`src/core/wsw_pkg.sv`:
```
// Constants, types and register map for the watchdog and sleep controller
package wsw_pkg;
   // Register offsets
   localparam logic [13:0] OFS_STATUS = 14'h0003;
   localparam logic [13:0] OFS_OPTION = 14'h0081;
   localparam logic [13:0] OFS_ID_FIRST = 14'h2000;
   localparam logic [13:0] OFS_ID_LAST = 14'h2003;
   localparam logic [13:0] OFS_CONFIG = 14'h2007;
   // Status bit positions
   localparam int STATUS_PD_BIT = 3;
   localparam int STATUS_TO_BIT = 4;
   // Option bit positions
   localparam int OPT_PSA_BIT = 3;
   localparam int OPT_PS_LSB = 0;
   localparam logic [7:0] OPTION_RESET = 8'hff;
   // Configuration word bit positions
   localparam int CFG_OSC_LSB = 0;
   localparam int CFG_WATCHDOG_ENABLE_FUSE_BIT = 2;
   localparam int CFG_CP0_BIT = 4;
   localparam int CFG_CP1_BIT = 5;
   localparam logic [1:0] OSC_MODE_RC = 2'h3;
   localparam logic [1:0] CP_UNPROGRAMMED = 2'h3;
   // Watchdog timing: base period measured on the watchdog RC oscillator
   localparam int WDT_BASE_US = 18000;
   localparam int WOSC_KHZ = 100;
   localparam int WDT_BASE_TICKS = WDT_BASE_US * WOSC_KHZ / 1000;
   // Oscillator start-up delay, one oscillator period per core clock
   localparam int SYS_CLK_MHZ = 25;
   localparam int TOSC_NS = 40;
   localparam int OST_TOSC = 1024;
   localparam int OST_CYCLES = OST_TOSC * TOSC_NS * SYS_CLK_MHZ / 1000;
   localparam int SYNC_STAGES = 3;
   localparam int IRQ_W = 8;
   // Sleep controller states
   typedef enum logic [1:0] {ST_RUN, ST_SLEEP, ST_OST, ST_RESUME} wsw_state_t;
   // Instruction events from the core
   typedef struct packed {
      logic watchdog_clear_instr;
      logic sleep;
   } wsw_instr_t;
   // Interrupt view from the interrupt controller
   typedef struct packed {
      logic [IRQ_W-1:0] flags;
      logic [IRQ_W-1:0] enables;
      logic [IRQ_W-1:0] sleep_capable;
      logic global_irq_enable;
   } wsw_irq_t;
endpackage

```
`src/core/wsw_core.sv`:
```
// Watchdog timer with prescaler, sleep control, status flags and fuse gating
`timescale 1ns/1ps
// Functional notes
// - Watchdog counts ticks of its own RC oscillator, also during sleep.
// - Watchdog expiry while running gives a full device reset.
// - Watchdog expiry while asleep wakes the device and resumes execution.
// - Cleared watchdog enable fuse keeps the watchdog permanently off.
// - Base period 18 ms; shared prescaler extends it up to 128 periods.
// - Clear and sleep instructions zero the counter and assigned prescaler.
// - In sleep an expiry never resets, it only wakes.
// - Every expiry clears the timeout status flag.
// - Clear instruction zeroes prescaler count, assignment stays unchanged.
// - Sleep clears watchdog, clears powerdown flag, sets timeout flag, stops oscillator.
// - I/O pins hold their previous state throughout sleep.
// - Sleep ends on master clear (reset), watchdog or enabled interrupt (continue).
// - Powerdown flag set at power-up, cleared by each executed sleep instruction.
// - Interrupt wakes only when its enable is set, whatever the global enable.
// - After interrupt wake run the prefetched instruction, then vector if global enable set.
// - Sleep with enabled interrupt already pending acts as a no-op.
// - Interrupt during or after sleep: finish sleep effects, then wake at once.
// - Only peripherals able to run without core clocks may wake from sleep.
// - Crystal modes wait 1024 oscillator periods on wake; RC mode does not.
// - Program readout allowed only while code protection is unprogrammed.
// - ID words 2000h-2003h reachable only in program/verify mode.
module wsw_core #(
   parameter int WDT_TICKS = wsw_pkg::WDT_BASE_TICKS
) (
   input wire logic SYS_CLK,
   input wire logic RESETN,
   input wire logic CLK_EN,
   input wire logic [13:0] BUS_ADDR,
   input wire logic [7:0] BUS_WDATA,
   input wire logic BUS_WR,
   input wire logic BUS_RD,
   output logic [7:0] BUS_RDATA,
   input wire wsw_pkg::wsw_instr_t INSTR,
   input wire wsw_pkg::wsw_irq_t IRQ,
   input wire logic [7:0] CONFIG_WORD,
   input wire logic PROG_MODE,
   input wire logic MASTER_CLEAR_INPUT_N,
   input wire logic WDT_OSC,
   output logic DEV_RESET,
   output logic CORE_RUN,
   output logic OSC_DRV_EN,
   output logic IO_HOLD,
   output logic WAKE,
   output logic WAKE_VECTOR,
   output logic PROG_READ_EN,
   output logic TIMEOUT_FLAG,
   output logic POWERDOWN_FLAG
);
   import wsw_pkg::*;

   wsw_state_t state_r, state_nxt;
   logic [SYNC_STAGES-1:0] sync_r [2];
   logic master_clear_input_lvl_r, osc_lvl_r;
   logic [15:0] wdt_cnt_r;
   logic [7:0] pre_cnt_r;
   logic [10:0] ost_cnt_r;
   logic [7:0] option_r;
   logic [7:0] id_mem_r [4];
   logic [7:0] rdata_r;
   logic to_r, pd_r, dev_rst_r, wake_r, vector_r, irq_wake_r;
   logic wdt_en, osc_tick, base_last, wdt_exp, wdt_clear, pre_clear;
   logic irq_pending, irq_sleep_wake, sleep_go, sleep_nop, master_clear_input_low, crystal_mode;
   logic [7:0] ratio_last;
   logic id_hit;

   // Pin synchronisers: watchdog oscillator and master clear
   always_ff @(posedge SYS_CLK) begin
      if (!RESETN) begin
         sync_r[0] <= '0;
         sync_r[1] <= {SYNC_STAGES{1'b1}};
      end else if (CLK_EN) begin
         sync_r[0] <= {sync_r[0][SYNC_STAGES-2:0], WDT_OSC};
         sync_r[1] <= {sync_r[1][SYNC_STAGES-2:0], MASTER_CLEAR_INPUT_N};
      end
   end

   // Filtered levels change only when the second and third stages agree
   always_ff @(posedge SYS_CLK) begin
      if (!RESETN) begin
         osc_lvl_r <= 1'b0;
         master_clear_input_lvl_r <= 1'b1;
      end else if (CLK_EN) begin
         if (sync_r[0][1] == sync_r[0][2]) begin
            osc_lvl_r <= sync_r[0][2];
         end
         if (sync_r[1][1] == sync_r[1][2]) begin
            master_clear_input_lvl_r <= sync_r[1][2];
         end
      end
   end

   // Tick on each rising oscillator edge, in the core domain
   assign osc_tick = CLK_EN && sync_r[0][2] && (sync_r[0][1] == sync_r[0][2]) && !osc_lvl_r;
   assign master_clear_input_low = !master_clear_input_lvl_r;

   // Fuse and option decode
   assign wdt_en = CONFIG_WORD[CFG_WATCHDOG_ENABLE_FUSE_BIT];
   assign crystal_mode = CONFIG_WORD[CFG_OSC_LSB +: 2] != OSC_MODE_RC;
   assign ratio_last = 8'((9'h001 << option_r[OPT_PS_LSB +: 3]) - 9'h001);
   assign base_last = wdt_cnt_r == 16'(WDT_TICKS - 1);

   // Expiry after the base period, times the ratio when assigned
   assign wdt_exp = wdt_en && osc_tick && base_last && !wdt_clear &&
                    (!option_r[OPT_PSA_BIT] || pre_cnt_r == ratio_last);

   // Interrupt qualification: own enable only, global enable ignored
   assign irq_pending = |(IRQ.flags & IRQ.enables);
   assign irq_sleep_wake = |(IRQ.flags & IRQ.enables & IRQ.sleep_capable);

   // Sleep instruction taken, or dropped as a no-op when a wake is pending
   assign sleep_go = CLK_EN && state_r == ST_RUN && INSTR.sleep && !irq_pending;
   assign sleep_nop = state_r == ST_RUN && INSTR.sleep && irq_pending;

   // Counter clears from the instruction stream
   assign wdt_clear = CLK_EN && state_r == ST_RUN && (INSTR.watchdog_clear_instr || sleep_go);
   assign pre_clear = wdt_clear && option_r[OPT_PSA_BIT];

   // Watchdog base counter on the RC oscillator ticks
   always_ff @(posedge SYS_CLK) begin
      if (!RESETN) begin
         wdt_cnt_r <= 16'h0000;
      end else if (CLK_EN) begin
         if (!wdt_en || wdt_clear || master_clear_input_low) begin
            wdt_cnt_r <= 16'h0000;
         end else if (osc_tick) begin
            wdt_cnt_r <= base_last ? 16'h0000 : wdt_cnt_r + 16'h0001;
         end
      end
   end

   // Prescaler count; assignment bit is never touched by a clear
   always_ff @(posedge SYS_CLK) begin
      if (!RESETN) begin
         pre_cnt_r <= 8'h00;
      end else if (CLK_EN) begin
         if (!wdt_en || pre_clear || wdt_exp || !option_r[OPT_PSA_BIT] || master_clear_input_low) begin
            pre_cnt_r <= 8'h00;
         end else if (osc_tick && base_last) begin
            pre_cnt_r <= pre_cnt_r + 8'h01;
         end
      end
   end

   // Sleep and wake sequencing
   always_comb begin
      state_nxt = state_r;
      case (state_r)
         ST_RUN: begin
            if (sleep_go) begin
               state_nxt = ST_SLEEP;
            end
         end
         ST_SLEEP: begin
            // Wake sources; a pending interrupt wakes right after entry
            if (wdt_exp || irq_sleep_wake) begin
               state_nxt = crystal_mode ? ST_OST : ST_RESUME;
            end
         end
         ST_OST: begin
            if (ost_cnt_r == 11'(OST_CYCLES - 1)) begin
               state_nxt = ST_RESUME;
            end
         end
         ST_RESUME: begin
            state_nxt = ST_RUN;
         end
         default: begin
            state_nxt = ST_RUN;
         end
      endcase
   end

   // State register; master clear always ends sleep through a reset
   always_ff @(posedge SYS_CLK) begin
      if (!RESETN) begin
         state_r <= ST_RUN;
      end else if (CLK_EN) begin
         state_r <= master_clear_input_low ? ST_RUN : state_nxt;
      end
   end

   // Oscillator start-up counter
   always_ff @(posedge SYS_CLK) begin
      if (!RESETN) begin
         ost_cnt_r <= 11'h000;
      end else if (CLK_EN) begin
         ost_cnt_r <= (state_r == ST_OST) ? ost_cnt_r + 11'h001 : 11'h000;
      end
   end

   // Remember whether the wake came from an interrupt
   always_ff @(posedge SYS_CLK) begin
      if (!RESETN) begin
         irq_wake_r <= 1'b0;
      end else if (CLK_EN && state_r == ST_SLEEP && state_nxt != ST_SLEEP) begin
         irq_wake_r <= irq_sleep_wake && !wdt_exp;
      end
   end

   // Wake pulse and vector request; core runs the prefetched word first
   always_ff @(posedge SYS_CLK) begin
      if (!RESETN) begin
         wake_r <= 1'b0;
         vector_r <= 1'b0;
      end else if (CLK_EN) begin
         wake_r <= state_r == ST_RESUME && !master_clear_input_low;
         vector_r <= state_r == ST_RESUME && !master_clear_input_low && irq_wake_r && IRQ.global_irq_enable;
      end
   end

   // Device reset: master clear level, or one pulse on a running expiry
   always_ff @(posedge SYS_CLK) begin
      if (!RESETN) begin
         dev_rst_r <= 1'b0;
      end else if (CLK_EN) begin
         dev_rst_r <= master_clear_input_low || (wdt_exp && state_r != ST_SLEEP);
      end
   end

   // Timeout flag: set at power-up and by sleep, cleared by any expiry
   always_ff @(posedge SYS_CLK) begin
      if (!RESETN) begin
         to_r <= 1'b1;
      end else if (CLK_EN) begin
         if (wdt_exp) begin
            to_r <= 1'b0;
         end else if (sleep_go) begin
            to_r <= 1'b1;
         end
      end
   end

   // Powerdown flag: set at power-up, cleared by an executed sleep
   always_ff @(posedge SYS_CLK) begin
      if (!RESETN) begin
         pd_r <= 1'b1;
      end else if (CLK_EN && sleep_go) begin
         pd_r <= 1'b0;
      end
   end

   // Option register, written by software
   always_ff @(posedge SYS_CLK) begin
      if (!RESETN) begin
         option_r <= OPTION_RESET;
      end else if (CLK_EN && BUS_WR && BUS_ADDR == OFS_OPTION) begin
         option_r <= BUS_WDATA;
      end
   end

   // ID words, writable only in program/verify mode
   assign id_hit = BUS_ADDR >= OFS_ID_FIRST && BUS_ADDR <= OFS_ID_LAST;
   generate
      for (genvar g = 0; g < 4; g++) begin : g_id
         always_ff @(posedge SYS_CLK) begin
            if (!RESETN) begin
               id_mem_r[g] <= 8'h00;
            end else if (CLK_EN && BUS_WR && PROG_MODE && BUS_ADDR == OFS_ID_FIRST + 14'(g)) begin
               id_mem_r[g] <= BUS_WDATA;
            end
         end
      end
   endgenerate

   // Read data, valid the cycle after the strobe only
   always_ff @(posedge SYS_CLK) begin
      if (!RESETN) begin
         rdata_r <= 8'h00;
      end else if (CLK_EN) begin
         rdata_r <= 8'h00;
         if (BUS_RD) begin
            if (BUS_ADDR == OFS_OPTION) begin
               rdata_r <= option_r;
            end else if (BUS_ADDR == OFS_CONFIG) begin
               rdata_r <= CONFIG_WORD;
            end else if (BUS_ADDR == OFS_STATUS) begin
               rdata_r[STATUS_TO_BIT] <= to_r;
               rdata_r[STATUS_PD_BIT] <= pd_r;
            end else if (id_hit && PROG_MODE) begin
               rdata_r <= id_mem_r[BUS_ADDR[1:0]];
            end
         end
      end
   end

   // Outputs
   assign BUS_RDATA = rdata_r;
   assign DEV_RESET = dev_rst_r;
   assign CORE_RUN = state_r == ST_RUN;
   assign OSC_DRV_EN = state_r != ST_SLEEP;
   assign IO_HOLD = state_r != ST_RUN && state_r != ST_RESUME;
   assign WAKE = wake_r;
   assign WAKE_VECTOR = vector_r;
   assign PROG_READ_EN = PROG_MODE &&
      {CONFIG_WORD[CFG_CP1_BIT], CONFIG_WORD[CFG_CP0_BIT]} == CP_UNPROGRAMMED;
   assign TIMEOUT_FLAG = to_r;
   assign POWERDOWN_FLAG = pd_r;
endmodule

```
`config.mk`:
```
export PLATFORM = sky130hd
export DESIGN_NAME = wsw_core
export DESIGN_NICKNAME = d
export VERILOG_FILES = /design/src/core/wsw_pkg.sv /design/src/core/wsw_core.sv
export SDC_FILE = /design/constraint.sdc
export NUM_CORES = 1
export LEC_CHECK = 0
export BUFFER_PORTS_ARGS = -buffer_cell sky130_fd_sc_hd__buf_2
export CORE_MARGIN = 5
export CORE_UTILIZATION = 25
export CTS_CLUSTER_DIAMETER = 30
export DETAILED_ROUTE_END_ITERATION = 8
export GPL_ROUTABILITY_DRIVEN = 0
export PLACE_DENSITY_LB_ADDON = 0.12
export SKIP_LAST_GASP = 1
export SLEW_MARGIN = 20
export SYNTH_ARGS = -nofsm -noshare
export SYNTH_HDL_FRONTEND = slang
export SYNTH_SLANG_ARGS = --single-unit
```
`constraint.sdc`:
```
create_clock -name SYS_CLK -period 2.1 [get_ports SYS_CLK]
set_input_delay 0.105 -clock SYS_CLK [delete_from_list [all_inputs] [get_ports SYS_CLK]]
set_output_delay 0.105 -clock SYS_CLK [all_outputs]
set_load 0.02 [all_outputs]
```
* After elaboration in Yosys (flattened, before gate mapping)
Memories as Yosys holds them, arrays and structs flattened. Index checks and enable logic that the tools add are counted. Widths: inputs -> output; s select.
Storage, ports and cells: register bits 61, bits in writable memories 38, input port bits 65, output and inout port bits 17, word-level logic and storage cells 155, memories kept 2
Cells by class: $add $sub $neg 4, order comparisons 2, equal/unequal tests 20, shifts and indexed selects 1, mux-type cells 43, bitwise logic cells 8, reduce and logical (&&, ||, !) cells 61
Memory list:
- id_mem_r | depth 4, bits a word 8, read ports 1, clocked after memory_dff 0, wr ports 4, line wsw_core.sv:61 | logic [7:0] id_mem_r [4];
- sync_r | depth 2, bits a word 3, read ports 2, clocked after memory_dff 0, wr ports 2, line wsw_core.sv:55 | logic [SYNC_STAGES-1:0] sync_r [2];
Operator list (number):
- $mux 8 | 10
- $eq 14x14->1 const B | 5
- $mux 16 | 3
- $logic_and 1x1->1 | 32
- $mux 1 | 19
- $add 16x1->16 const B | 1
- $and 8x8->8 | 2
- $eq 16x11->1 const B | 1
- $reduce_or 8->1 | 2
- $eq 14x2->1 const B | 1
- $eq 14x8->1 const B | 1
- $ge 14x14->1 const B | 1
- $le 14x14->1 const B | 1
- $mux 3 | 4
- $add 11x1->11 const B | 1
- $eq 11x10->1 const B | 1
- $mux 11 | 1
- $logic_or 1x1->1 | 10
- $mux 2 | 5
- $reduce_and 2->1 | 5
- $add 8x1->8 const B | 1
- $eq 8x8->1 | 1
- $pmux 2 s4 | 1
- $reduce_bool 2->1 | 4
- other kinds (10) | 26

* Longest topological paths before layout
Gate-level depths: netlist of run 1.
depth in word-level cells 14, depth in mapped cells 10, mapped depth without buffers 9

* Worst setup path after synthesis of run 1
OpenSTA, ideal clock, no wires.
path type reg2reg, start point register state_r[0], end point register wdt_cnt_r[11], library setup time 0.117 ns, arrival time 2.216 ns, data required time 1.983 ns, setup slack -0.233 ns, stages on the path, launching flop included 11, buffers on the path 1, clock period less this slack 2.333 ns, cells stage by stage dfxtp_1 > inv_1 > ha_1 > and3_1 > nand3_2 > o21bai_1 > a211oi_1 > nand2b_1 > o21ai_1 > buf_2 > nor2_1
Between the ends: longest elaborated chain between the ends 10, elaborated cells between the ends (all ways) 11, classes of those cells mux (1); reduce/logical (10)
Ends and longest elaborated chain:
- start, declared | line wsw_core.sv:54 | wsw_state_t state_r, state_nxt;
- start signal, assigned | line wsw_core.sv:181 | state_r <= master_clear_input_low ? ST_RUN : state_nxt;
- $logic_not 2->1 (*)
- named net CORE_RUN | line wsw_core.sv:43 | output logic CORE_RUN,
- $logic_and 1x1->1 (*) | line wsw_core.sv:114, wsw_core.sv:118
- $logic_and 1x1->1 (2 in a row) | line wsw_core.sv:114 | assign sleep_go = CLK_EN && state_r == ST_RUN && INSTR.sleep && !irq_pending;
- $logic_or 1x1->1 | line wsw_core.sv:118 | assign wdt_clear = CLK_EN && state_r == ST_RUN && (INSTR.watchdog_clear_instr || sleep_go);
- $logic_and 1x1->1 (*) | line wsw_core.sv:118
- $logic_or 1x1->1 (*) (2 in a row) | line wsw_core.sv:126 | if (!wdt_en || wdt_clear || master_clear_input_low) begin
- $reduce_bool 2->1 (no source line)
- $reduce_and 2->1 (no source line)
- end signal, assigned | line wsw_core.sv:129 | wdt_cnt_r <= base_last ? 16'h0000 : wdt_cnt_r + 16'h0001;
- end, declared | line wsw_core.sv:57 | logic [15:0] wdt_cnt_r;
Mark *: on every way through the listed nets, which the timed path passes. The rest lies on a longest branch. A chain may end at the register's enable or synchronous reset.

* Worst setup path after layout of run 1
start point register option_r[1], end point register irq_wake_r
Between the ends: longest elaborated chain between the ends 10, elaborated cells between the ends (all ways) 12, classes of those cells add/sub (1); eq/ne (2); shift (1); mux (2); reduce/logical (6)
Ends and longest elaborated chain:
- start, declared | line wsw_core.sv:60 | logic [7:0] option_r;
- start signal, assigned | line wsw_core.sv:248 | option_r <= OPTION_RESET;
- start signal, assigned | line wsw_core.sv:250 | option_r <= BUS_WDATA;
- $shl 1x3->8 (*) | line wsw_core.sv:102 | assign ratio_last = 8'((9'h001 << option_r[OPT_PS_LSB +: 3]) - 9'h001);
- $sub 8x1->8 (*) | line wsw_core.sv:102
- $eq 8x8->1 (*) | line wsw_core.sv:107 | (!option_r[OPT_PSA_BIT] || pre_cnt_r == ratio_last);
- $logic_or 1x1->1 (*) | line wsw_core.sv:107
- $logic_and 1x1->1 (*) | line wsw_core.sv:106 | assign wdt_exp = wdt_en && osc_tick && base_last && !wdt_clear &&
- $logic_or 1x1->1 | line wsw_core.sv:158 | if (wdt_exp || irq_sleep_wake) begin
- $mux 2 | line wsw_core.sv:158
- $pmux 2 s4 | line wsw_core.sv:150 | case (state_r)
- $ne 2x1->1 | line wsw_core.sv:198 | end else if (CLK_EN && state_r == ST_SLEEP && state_nxt != ST_SLEEP) begin
- $logic_and 1x1->1 | line wsw_core.sv:198
- end signal, assigned | line wsw_core.sv:199 | irq_wake_r <= irq_sleep_wake && !wdt_exp;
- end, declared | line wsw_core.sv:63 | logic to_r, pd_r, dev_rst_r, wake_r, vector_r, irq_wake_r;
Every way passes the cells marked *; elsewhere a longest branch is shown, timed or not.

==> results.json, run 1 <==
{
  "synth.avg_cell_area_um2": 9.61,
  "async_flop_share": 0,
  "synth_edf_count": 38,
  "status": "finished, final reports clean",
  "grt_pass1_wl_mm": 24.4,
  "path_class": "register to register",
  "place_hpwl_mm": 11.0,
  "drt-pass1-iter-count": 6,
  "drv_cap": 0,
  "h-tree-depth": 3,
  "synthFlopType": "dfxtp_1",
  "yosys_warnings": 0,
  "io_buffer_count": 81,
  "avgRoutedWirePerCell_um": 16.5,
  "final_cell_mix": "buf_2, buf_4, nand2_1",
  "worst_hold_slack_ps": 21.6,
  "top_level_ports": 82,
  "first_iter_violations": 302,
  "timing.rr.start": "option_r[1]$_SDFFE_PN1P_",
  "wl_mm": 15.3,
  "worstHoldStart": "BUS_WDATA[0]",
  "antenna_cells": 0,
  "clock_skew_ps": 7.10,
  "fin_crit_sh": 0.960,
  "ir_worst_vdd_mv": 0.436,
  "clk_latency_ps": 360,
  "cts_tree": "done",
  "rows": 51,
  "grt_max_degree": 27,
  "layout-drive-gt1-share": 0.331,
  "final_cell_count_no_fill": 927,
  "antenna_found_initial": 0,
  "numCtsBuffers": 9,
  "dieWidth_um": 152,
  "grt_usage": 0.132,
  "area_growth_pct": 32.0,
  "gr-total-overflow": 0,
  "rrSetupSlack_ps": 80,
  "required_ps": 2390,
  "synth_seq_area_share": 0.470,
  "dp.cells": 907,
  "initial_core_util": 0.256,
  "p_leak_nw": 2.47,
  "final_common_cell": "buf_2",
  "final_max_slew_viol_count": 0,
  "fmax_mhz": 496,
  "critPathArrivalTime_ps": 2310,
  "cts-root-buf": "clkbuf_16",
  "min_path_type": "input port to register",
  "reg2reg_to": "irq_wake_r$_SDFFE_PN0P_",
  "powerDensity_mw_per_mm2": 625,
  "grt_pass1_vias": 4510,
  "drc": 0,
  "fin_tns_setup_ps": 0,
  "tightest_slew_ps": 591,
  "synth_seq_cells": 99,
  "syn_nets": 595,
  "final_nets": 729,
  "hold_violations": 0,
  "clock_tree.buffer_depth": 2,
  "syn-cell-area_mm2": 0.00503,
  "clk_pin_slew_ps": 70,
  "fin_crit_ps": 2020,
  "synth_cells": 523,
  "cp-start-kind": "register",
  "die_h_um": 152,
  "cts.sinks": 99,
  "ys_types": 64,
  "core_mm2": 0.0197,
  "crit_fanout": 9,
  "setup_viol": 0,
  "worstRegToRegCells": 7,
  "min_delay_path_depth": 3,
  "dp_slack_ps": -31.0,
  "routed_via_density": 4.79,
  "antenna_left": 0,
  "slew_headroom": 0.604,
  "fp.dieArea_mm2": 0.0230,
  "worstHoldEndpoint": "option_r[0]$_SDFFE_PN1P_",
  "cp-end-kind": "register",
  "rsz0062_at_grt": "false",
  "setup_ws_ps": 83.6,
  "vias": 4436
}
through the flow:
step | area [um2] | utilization | total power [mW]
after floorplan | 5050 | - | 2.25
after global placement | 6110 | 0.311 | 2.43
after detailed placement | 6110 | 0.311 | 2.44
after CTS | 6490 | 0.330 | 4.21
after global routing | 6640 | 0.338 | 4.34
final | 6640 | 0.338 | 4.15
cell usage after synthesis (9+ instances only):
library cell  number  area share
dfxtp_1           61        0.24
nand2_1           58       0.043
nor2_1            52       0.039
edfxtp_1          38        0.23
nand3_1           38       0.038
and2_1            35       0.044
xnor2_1           23       0.040
o21ai_0           17       0.017
a21oi_1           16       0.016
nand4_1           12       0.015
nor3_1            12       0.012
inv_1             11      0.0082
nor4_1            11       0.014
and3_1            10       0.012
clkbuf_1           9      0.0067
critical path, cell delays in order (launching register included):
cell and delay, ps:
dfxtp_4 380, or3_1 360, a22oi_2 150, a211oi_2 90, o311a_1 390, o22a_1 230
o211ai_2 170, mux2i_1 180
layer usage:
layer | up-vias | GRT usage | routed length, um
li1 | 2181 | - | -
met1 | 2129 | 0.169 | 6980
met2 | 108 | 0.213 | 7230
met3 | 18 | 0.0423 | 756
met4 | 0 | 0.0424 | 284
met5 | - | 0 | 0
sequential cells by signal (all words and copies together) (netlist names):
| name | count |
|---|---|
| state_r | 2 |
| id_mem_r | 32 |
| pre_cnt_r | 8 |
| TIMEOUT_FLAG | 1 |
| WAKE | 1 |
| ost_cnt_r | 11 |
| POWERDOWN_FLAG | 1 |
| DEV_RESET | 1 |
| wdt_cnt_r | 16 |
| irq_wake_r | 1 |
| master_clear_input_lvl_r | 1 |
| BUS_RDATA | 8 |
| WAKE_VECTOR | 1 |
| osc_lvl_r | 1 |
| option_r | 8 |
| sync_r | 6 |
power by group:
| group | total, mW | leakage (nW) | switching, mW | internal (mW) |
|---|---|---|---|---|
| clock | 1.74 | 0.153 | 0.798 | 0.946 |
| combinational | 0.363 | 1.46 | 0.207 | 0.156 |
| sequential | 2.05 | 0.856 | 0.0153 | 2.03 |
how the worst max path moves through the flow:
stage                                   start  cells past startpoint  slack, ps                   endpoint
CTS                   state_r[0]$_SDFFE_PN0P_                     11        -30  wdt_cnt_r[7]$_SDFFE_PN0P_
finish               option_r[1]$_SDFFE_PN1P_                      7         80    irq_wake_r$_SDFFE_PN0P_
floorplan             state_r[0]$_SDFFE_PN0P_                     10         20  wdt_cnt_r[2]$_SDFFE_PN0P_
global route         option_r[1]$_SDFFE_PN1P_                      7          1    irq_wake_r$_SDFFE_PN0P_
global placement    wdt_cnt_r[5]$_SDFFE_PN0P_                      7        -70    irq_wake_r$_SDFFE_PN0P_
detailed placement  wdt_cnt_r[5]$_SDFFE_PN0P_                      7        -30    irq_wake_r$_SDFFE_PN0P_
final cells by class:
| cell class | count | area, um2 |
|---|---|---|
| Fill cell | 2093 | 13000 |
| Inverter | 12 | 45.0 |
| Timing Repair Buffer | 141 | 856 |
| Clock inverter | 7 | 81.3 |
| Multi-Input combinational cell | 394 | 2720 |
| Sequential cell | 99 | 2380 |
| Clock buffer | 9 | 225 |
| Tap cell | 265 | 332 |
repair_timing:
item,CTS,global route
cloned,1,0
buffers inserted,0,3
pin swaps,1,10
hold endpoints to repair,1,0
hold buffers,1,0
setup endpoints to repair,11,26
gates resized for setup,14,36
cells by family (layout without fill, tap and decap cells):
kind of cell | after synthesis | count (layout) | share of synthesized area
compound gates | 80 | 80 | 0.115
xor+xnor | 30 | 30 | 0.0523
fa+ha+maj | 7 | 7 | 0.0174
buf+inv | 30 | 169 | 0.0284
flops | 99 | 99 | 0.470
mux | 12 | 12 | 0.0438
simple gates | 265 | 265 | 0.274
(Power assumes the default switching activity.)
==> run 2: changes to the inputs <==
--- a/config.mk
+++ b/config.mk
@@ -5,6 +5,7 @@
 export SDC_FILE = /design/constraint.sdc
 export NUM_CORES = 1
 export LEC_CHECK = 0
+export ABC_AREA = 1
 export BUFFER_PORTS_ARGS = -buffer_cell sky130_fd_sc_hd__buf_2
 export CORE_MARGIN = 5
 export CORE_UTILIZATION = 25
==> results.json, run 2 <==
{
  "status": "finished, final reports clean",
  "path_class": "register to register",
  "rows": 53,
  "slew_headroom": 0.719,
  "slowest_stage": "dfxtp_2",
  "io_buffer_count": 81,
  "setup_viol": 0,
  "fin_crit_sh": 0.899,
  "vias": 4911,
  "worstRegToRegCells": 15,
  "routed_via_density": 4.44,
  "antenna_cells": 0,
  "final_common_cell": "nand2_1",
  "first_iter_violations": 212,
  "hold_violations": 0,
  "syn-cell-area_mm2": 0.00531,
  "synthFlopType": "dfxtp_1",
  "clk_latency_ps": 370,
  "ys_types": 47,
  "h-tree-depth": 3,
  "top_regs": "id_mem_r: 32 flops, wdt_cnt_r: 16 flops, ost_cnt_r: 11 flops",
  "cpMostUsedCell": "nand2_1",
  "die_h_um": 156,
  "clock_skew_ps": 12.5,
  "rsz0062_at_grt": "true",
  "cts.sinks": 99,
  "final_nets": 897,
  "synth_seq_cells": 99,
  "cts_tree": "done",
  "ir_worst_vdd_mv": 0.338,
  "crit_fanout": 5,
  "area_growth_pct": 26.3,
  "power.total_mw": 4.34,
  "layout-drive-gt1-share": 0.229,
  "synth_cells": 702,
  "top_level_ports": 82,
  "synth.avg_cell_area_um2": 7.56,
  "cts-root-buf": "clkbuf_16",
  "min_delay_path_depth": 3,
  "synth_top_area_cell": "dfxtp_1",
  "synth_seq_area_share": 0.445,
  "yosys_warnings": 0,
  "gr-total-overflow": 0,
  "cp-end-kind": "register",
  "place_hpwl_mm": 12.1,
  "fillers": 2330,
  "worstPathCellList": "nand2_1, nand2_1, nand2_1, nand2_1, nand2_1, nor2_1, nand2_1, nand2_1, nand2_1, nand3_1, nand3_1, nand2_1, nand3_1, a21oi_1, nor2_1",
  "grt_usage": 0.131,
  "powerDensity_mw_per_mm2": 646,
  "initial_core_util": 0.253,
  "worst_hold_slack_ps": 19.1,
  "dieWidth_um": 156,
  "p_leak_nw": 2.80,
  "drv_cap": 0,
  "critPathTopFamily": "simple AND/OR/NAND/NOR gates",
  "fin_tns_setup_ps": 0,
  "core_mm2": 0.0210,
  "regMostFlops": "id_mem_r",
  "antenna_found_initial": 0,
  "synth.area.top_cells": "dfxtp_1, edfxtp_1, nand2_1",
  "clock_tree.buffer_depth": 2,
  "cp-start-kind": "register",
  "required_ps": 2360,
  "cp_slowest_stage_delay_ps": 400,
  "worst-path-stages": 15,
  "synthTopCellsByCount": "nand2_1, nor2_1, inv_1",
  "clk_pin_slew_ps": 80,
  "fp.dieArea_mm2": 0.0243,
  "async_flop_share": 0,
  "final_util": 0.320,
  "grt_pass1_wl_mm": 25.2,
  "synth_edf_count": 38,
  "fmax_mhz": 530,
  "grt_pass1_vias": 4835,
  "grt_max_degree": 23,
  "wl_mm": 15.5,
  "numCtsBuffers": 9,
  "yosysMostFrequentCell": "nand2_1",
  "antenna_left": 0,
  "tightest_slew_ps": 421,
  "synth_top_area_frac": 0.230,
  "rrSetupSlack_ps": 210,
  "largest_reg_flops": 32,
  "drc": 0,
  "final_cell_mix": "nand2_1, nor2_1, buf_2",
  "avgRoutedWirePerCell_um": 14.1,
  "syn_nets": 774,
  "drt-pass1-iter-count": 4,
  "path_buf_inv": 0,
  "final_max_slew_viol_count": 0,
  "critPathArrivalTime_ps": 2150,
  "fin_crit_ps": 1890,
  "min_path_type": "input port to register"
}
[run 2: worst paths after layout]
kind / startpoint / end
worst max-delay path: option_r[1]$_SDFFE_PN1P_ / irq_wake_r$_SDFFE_PN0P_
worst min-delay path: BUS_WDATA[2] / option_r[2]$_SDFFE_PN1P_
worst max register to register: option_r[1]$_SDFFE_PN1P_ / irq_wake_r$_SDFFE_PN0P_
worst min register to register: ost_cnt_r[10]$_SDFFE_PN0P_ / ost_cnt_r[10]$_SDFFE_PN0P_
[run 2: through the flow]
stage          instance area [um2]  setup slack (ps)  instances
3_3_place_gp                  6280              59.4       1082
3_5_place_dp                  6280              82.5       1082
6_report                      6710               212       1105
5_1_grt                       6710             -5.04       1105
4_1_cts                       6630              55.6       1102
2_1_floorplan                 5310              65.2        702
[run 2: worst reg2reg max path, delay by kind of cell (launching register included)]
family | cells | cell delay [ps]
DFF | 1 | 400
AOI/OAI and AO/OA | 1 | 130
and+or+nand+nor | 14 | 1250
[run 2: logic make-up after synthesis]
| logic type | Yosys count | share of synthesized area |
|---|---|---|
| buffers and inverters | 103 | 0.0757 |
| adders and majority gates | 7 | 0.0165 |
| DFF | 99 | 0.445 |
| AOI/OAI and AO/OA | 96 | 0.115 |
| xor gates and xnor gates | 12 | 0.0198 |
| and+or+nand+nor | 385 | 0.328 |
[run 2: final cells by class]
type,count,area (um2),area share
multi-input combinational,500,2580,0.385
inverter,89,344,0.0513
timing repair buffer,126,757,0.113
clock buffer,9,225,0.0336
clock inverter,7,83.8,0.0125
sequential,99,2370,0.353
tap,275,344,0.0513
[run 2: layer usage]
layer,track usage,wire [um],vias to the layer above
met4,0.0417,264,0
met2,0.209,7060,80
met5,0,0,-
li1,-,-,2584
met3,0.0222,560,18
met1,0.181,7640,2229
[run 2: report_power, final]
part	internal, mW	switching [mW]
clock network	0.858	0.884
registers	2.04	0.0207
logic	0.204	0.330
[run 2: what timing repair did]
action,CTS,global route
hold endpoints to repair,4,0
setup buffers,0,3
endpoints found under the setup margin,0,19
gates resized for setup,0,16
hold buffers,4,0
==> run 3: changes to the inputs <==
==> constraint.sdc (replaced) <==
create_clock -name SYS_CLK -period 2.1 [get_ports SYS_CLK]
set_input_delay 0.315 -clock SYS_CLK [delete_from_list [all_inputs] [get_ports SYS_CLK]]
set_output_delay 0.315 -clock SYS_CLK [all_outputs]
set_load 0.02 [all_outputs]
==> results.json, run 3 (same netlist as run 2, synthesis figures left out) <==
{
  "status": "finished, final reports clean",
  "required_ps": 2340,
  "gr-total-overflow": 0,
  "final_common_cell": "nand2_1",
  "final_nets": 890,
  "ctsHoldBuffers": 0,
  "switching_share": 0.282,
  "min_path_type": "input port to register",
  "area_growth_pct": 24.6,
  "fin_tns_setup_ps": 0,
  "place_hpwl_mm": 12.3,
  "clk_pin_slew_ps": 80,
  "routed_via_density": 4.44,
  "cp_slowest_stage_delay_ps": 330,
  "clock_skew_ps": 10.9,
  "slew_headroom": 0.741,
  "setup_viol": 0,
  "dieWidth_um": 156,
  "final_cell_mix": "nand2_1, nor2_1, buf_2",
  "grt_pass1_wl_mm": 25.5,
  "top_regs": "id_mem_r: 32 flops, wdt_cnt_r: 16 flops, ost_cnt_r: 11 flops",
  "grt_usage": 0.133,
  "switchingPower_mw": 1.21,
  "clock_tree.buffer_depth": 2,
  "critPathTopFamily": "simple AND/OR/NAND/NOR gates",
  "cts.sinks": 99,
  "cts_tree": "done",
  "h-tree-depth": 3,
  "post-cts-setup-buffer-count": 0,
  "antenna_cells": 0,
  "cp-end-kind": "register",
  "worstRegToRegCells": 17,
  "p_leak_nw": 2.76,
  "design_area_mm2": 0.00662,
  "largest_reg_flops": 32,
  "grt_pass1_vias": 4878,
  "drv_cap": 0,
  "worst_hold_slack_ps": 211,
  "slowest_stage": "dfxtp_2",
  "top_level_ports": 82,
  "worstPathCellList": "inv_1, ha_2, nand3_1, nor2_1, nand3_2, nand2_2, nand2_2, nand2_4, nor2_4, nand2_2, nand2_8, inv_6, nand2_4, nand2_8, inv_2, o21ai_2, a21boi_1",
  "io_buffer_count": 81,
  "place_area_mm2": 0.00628,
  "layout-drive-gt1-share": 0.224,
  "fin_crit_sh": 0.920,
  "antenna_found_initial": 0,
  "powerDensity_mw_per_mm2": 648,
  "fin_crit_ps": 1930,
  "crit_fanout": 10,
  "first_iter_violations": 250,
  "regMostFlops": "id_mem_r",
  "avgRoutedWirePerCell_um": 14.1,
  "initial_core_util": 0.253,
  "tightest_slew_ps": 387,
  "cpMostUsedCell": "nand2_2",
  "antenna_left": 0,
  "ir_worst_vdd_mv": 0.368,
  "vias": 4874,
  "numCtsBuffers": 9,
  "fp.dieArea_mm2": 0.0243,
  "min_delay_path_depth": 2,
  "fmax_mhz": 518,
  "die_h_um": 156,
  "worst-path-stages": 17,
  "core_mm2": 0.0210,
  "internal_power_mw": 3.08,
  "hold_violations": 0,
  "rsz0062_at_grt": "true",
  "cp-start-kind": "register",
  "drc": 0,
  "path_class": "register to register",
  "final_max_slew_viol_count": 0,
  "drt-pass1-iter-count": 4,
  "grt_max_degree": 21,
  "clk_latency_ps": 360,
  "path_buf_inv": 3,
  "critPathArrivalTime_ps": 2180,
  "wl_mm": 15.5,
  "seq_power_share": 0.480,
  "rows": 53,
  "p_comb_frac": 0.121,
  "clock_power_share": 0.398,
  "cts-root-buf": "clkbuf_16"
}
-- run 3: worst paths after layout --
kind | start | to | slack (ps)
min reg2reg | ost_cnt_r[10]$_SDFFE_PN0P_ | ost_cnt_r[10]$_SDFFE_PN0P_ | 460
max | state_r[0]$_SDFFE_PN0P_ | wdt_cnt_r[10]$_SDFFE_PN0P_ | 170
max reg2reg | state_r[0]$_SDFFE_PN0P_ | wdt_cnt_r[10]$_SDFFE_PN0P_ | 170
min | MASTER_CLEAR_INPUT_N | sync_r[0][3]$_SDFFCE_PN1P_ | 210
-- run 3: layout make-up --
type / count / area [um2]
Clock buffer: 9 / 225
Timing Repair Buffer: 119 / 691
Inverter: 89 / 339
Tap cell: 275 / 344
Fill cell: 2337 / 14300
Clock inverter: 7 / 71.3
Sequential cell: 99 / 2370
Multi-Input combinational cell: 500 / 2580
-- run 3: layer usage --
layer,vias to the layer above,global-route usage,wire (um)
met2,83,0.213,7050
met4,0,0.0467,260
met1,2205,0.181,7600
li1,2571,-,-
met3,15,0.0230,537
met5,-,0,0
-- run 3: worst reg2reg max path: cells and delay by family (launching register included) --
family / cells / cell delay [ps]
and+or+nand+nor: 11 / 930
DFF: 1 / 330
buffers and inverters: 3 / 240
adders and majority gates: 1 / 180
AOI/OAI and AO/OA: 2 / 130
-- run 3: timing repair --
action,in CTS,in global routing
gates resized for setup,0,10
hold endpoints to repair,0,0
endpoints found under the setup margin,0,17
-- run 3: per-stage QoR --
stage               std cells  setup slack (ps)   util  total power [mW]
finish                   1098               168  0.316              4.29
global placement         1082              65.3  0.300              2.63
floorplan                 702              15.3      -              2.40
CTS                      1098              55.2  0.314              4.35
detailed placement       1082              63.8  0.300              2.62
global route             1098             -23.3  0.316              4.50
-- run 3: power by group through the flow --
stage          Combinational [mW]  Sequential (mW)  Clock [mW]
6_report                    0.521             2.06        1.71
3_3_place_gp                0.523             2.11           0
3_5_place_dp                0.517             2.11           0
4_1_cts                     0.519             2.06        1.77
5_1_grt                     0.584             2.07        1.85
2_1_floorplan               0.294             2.10           0
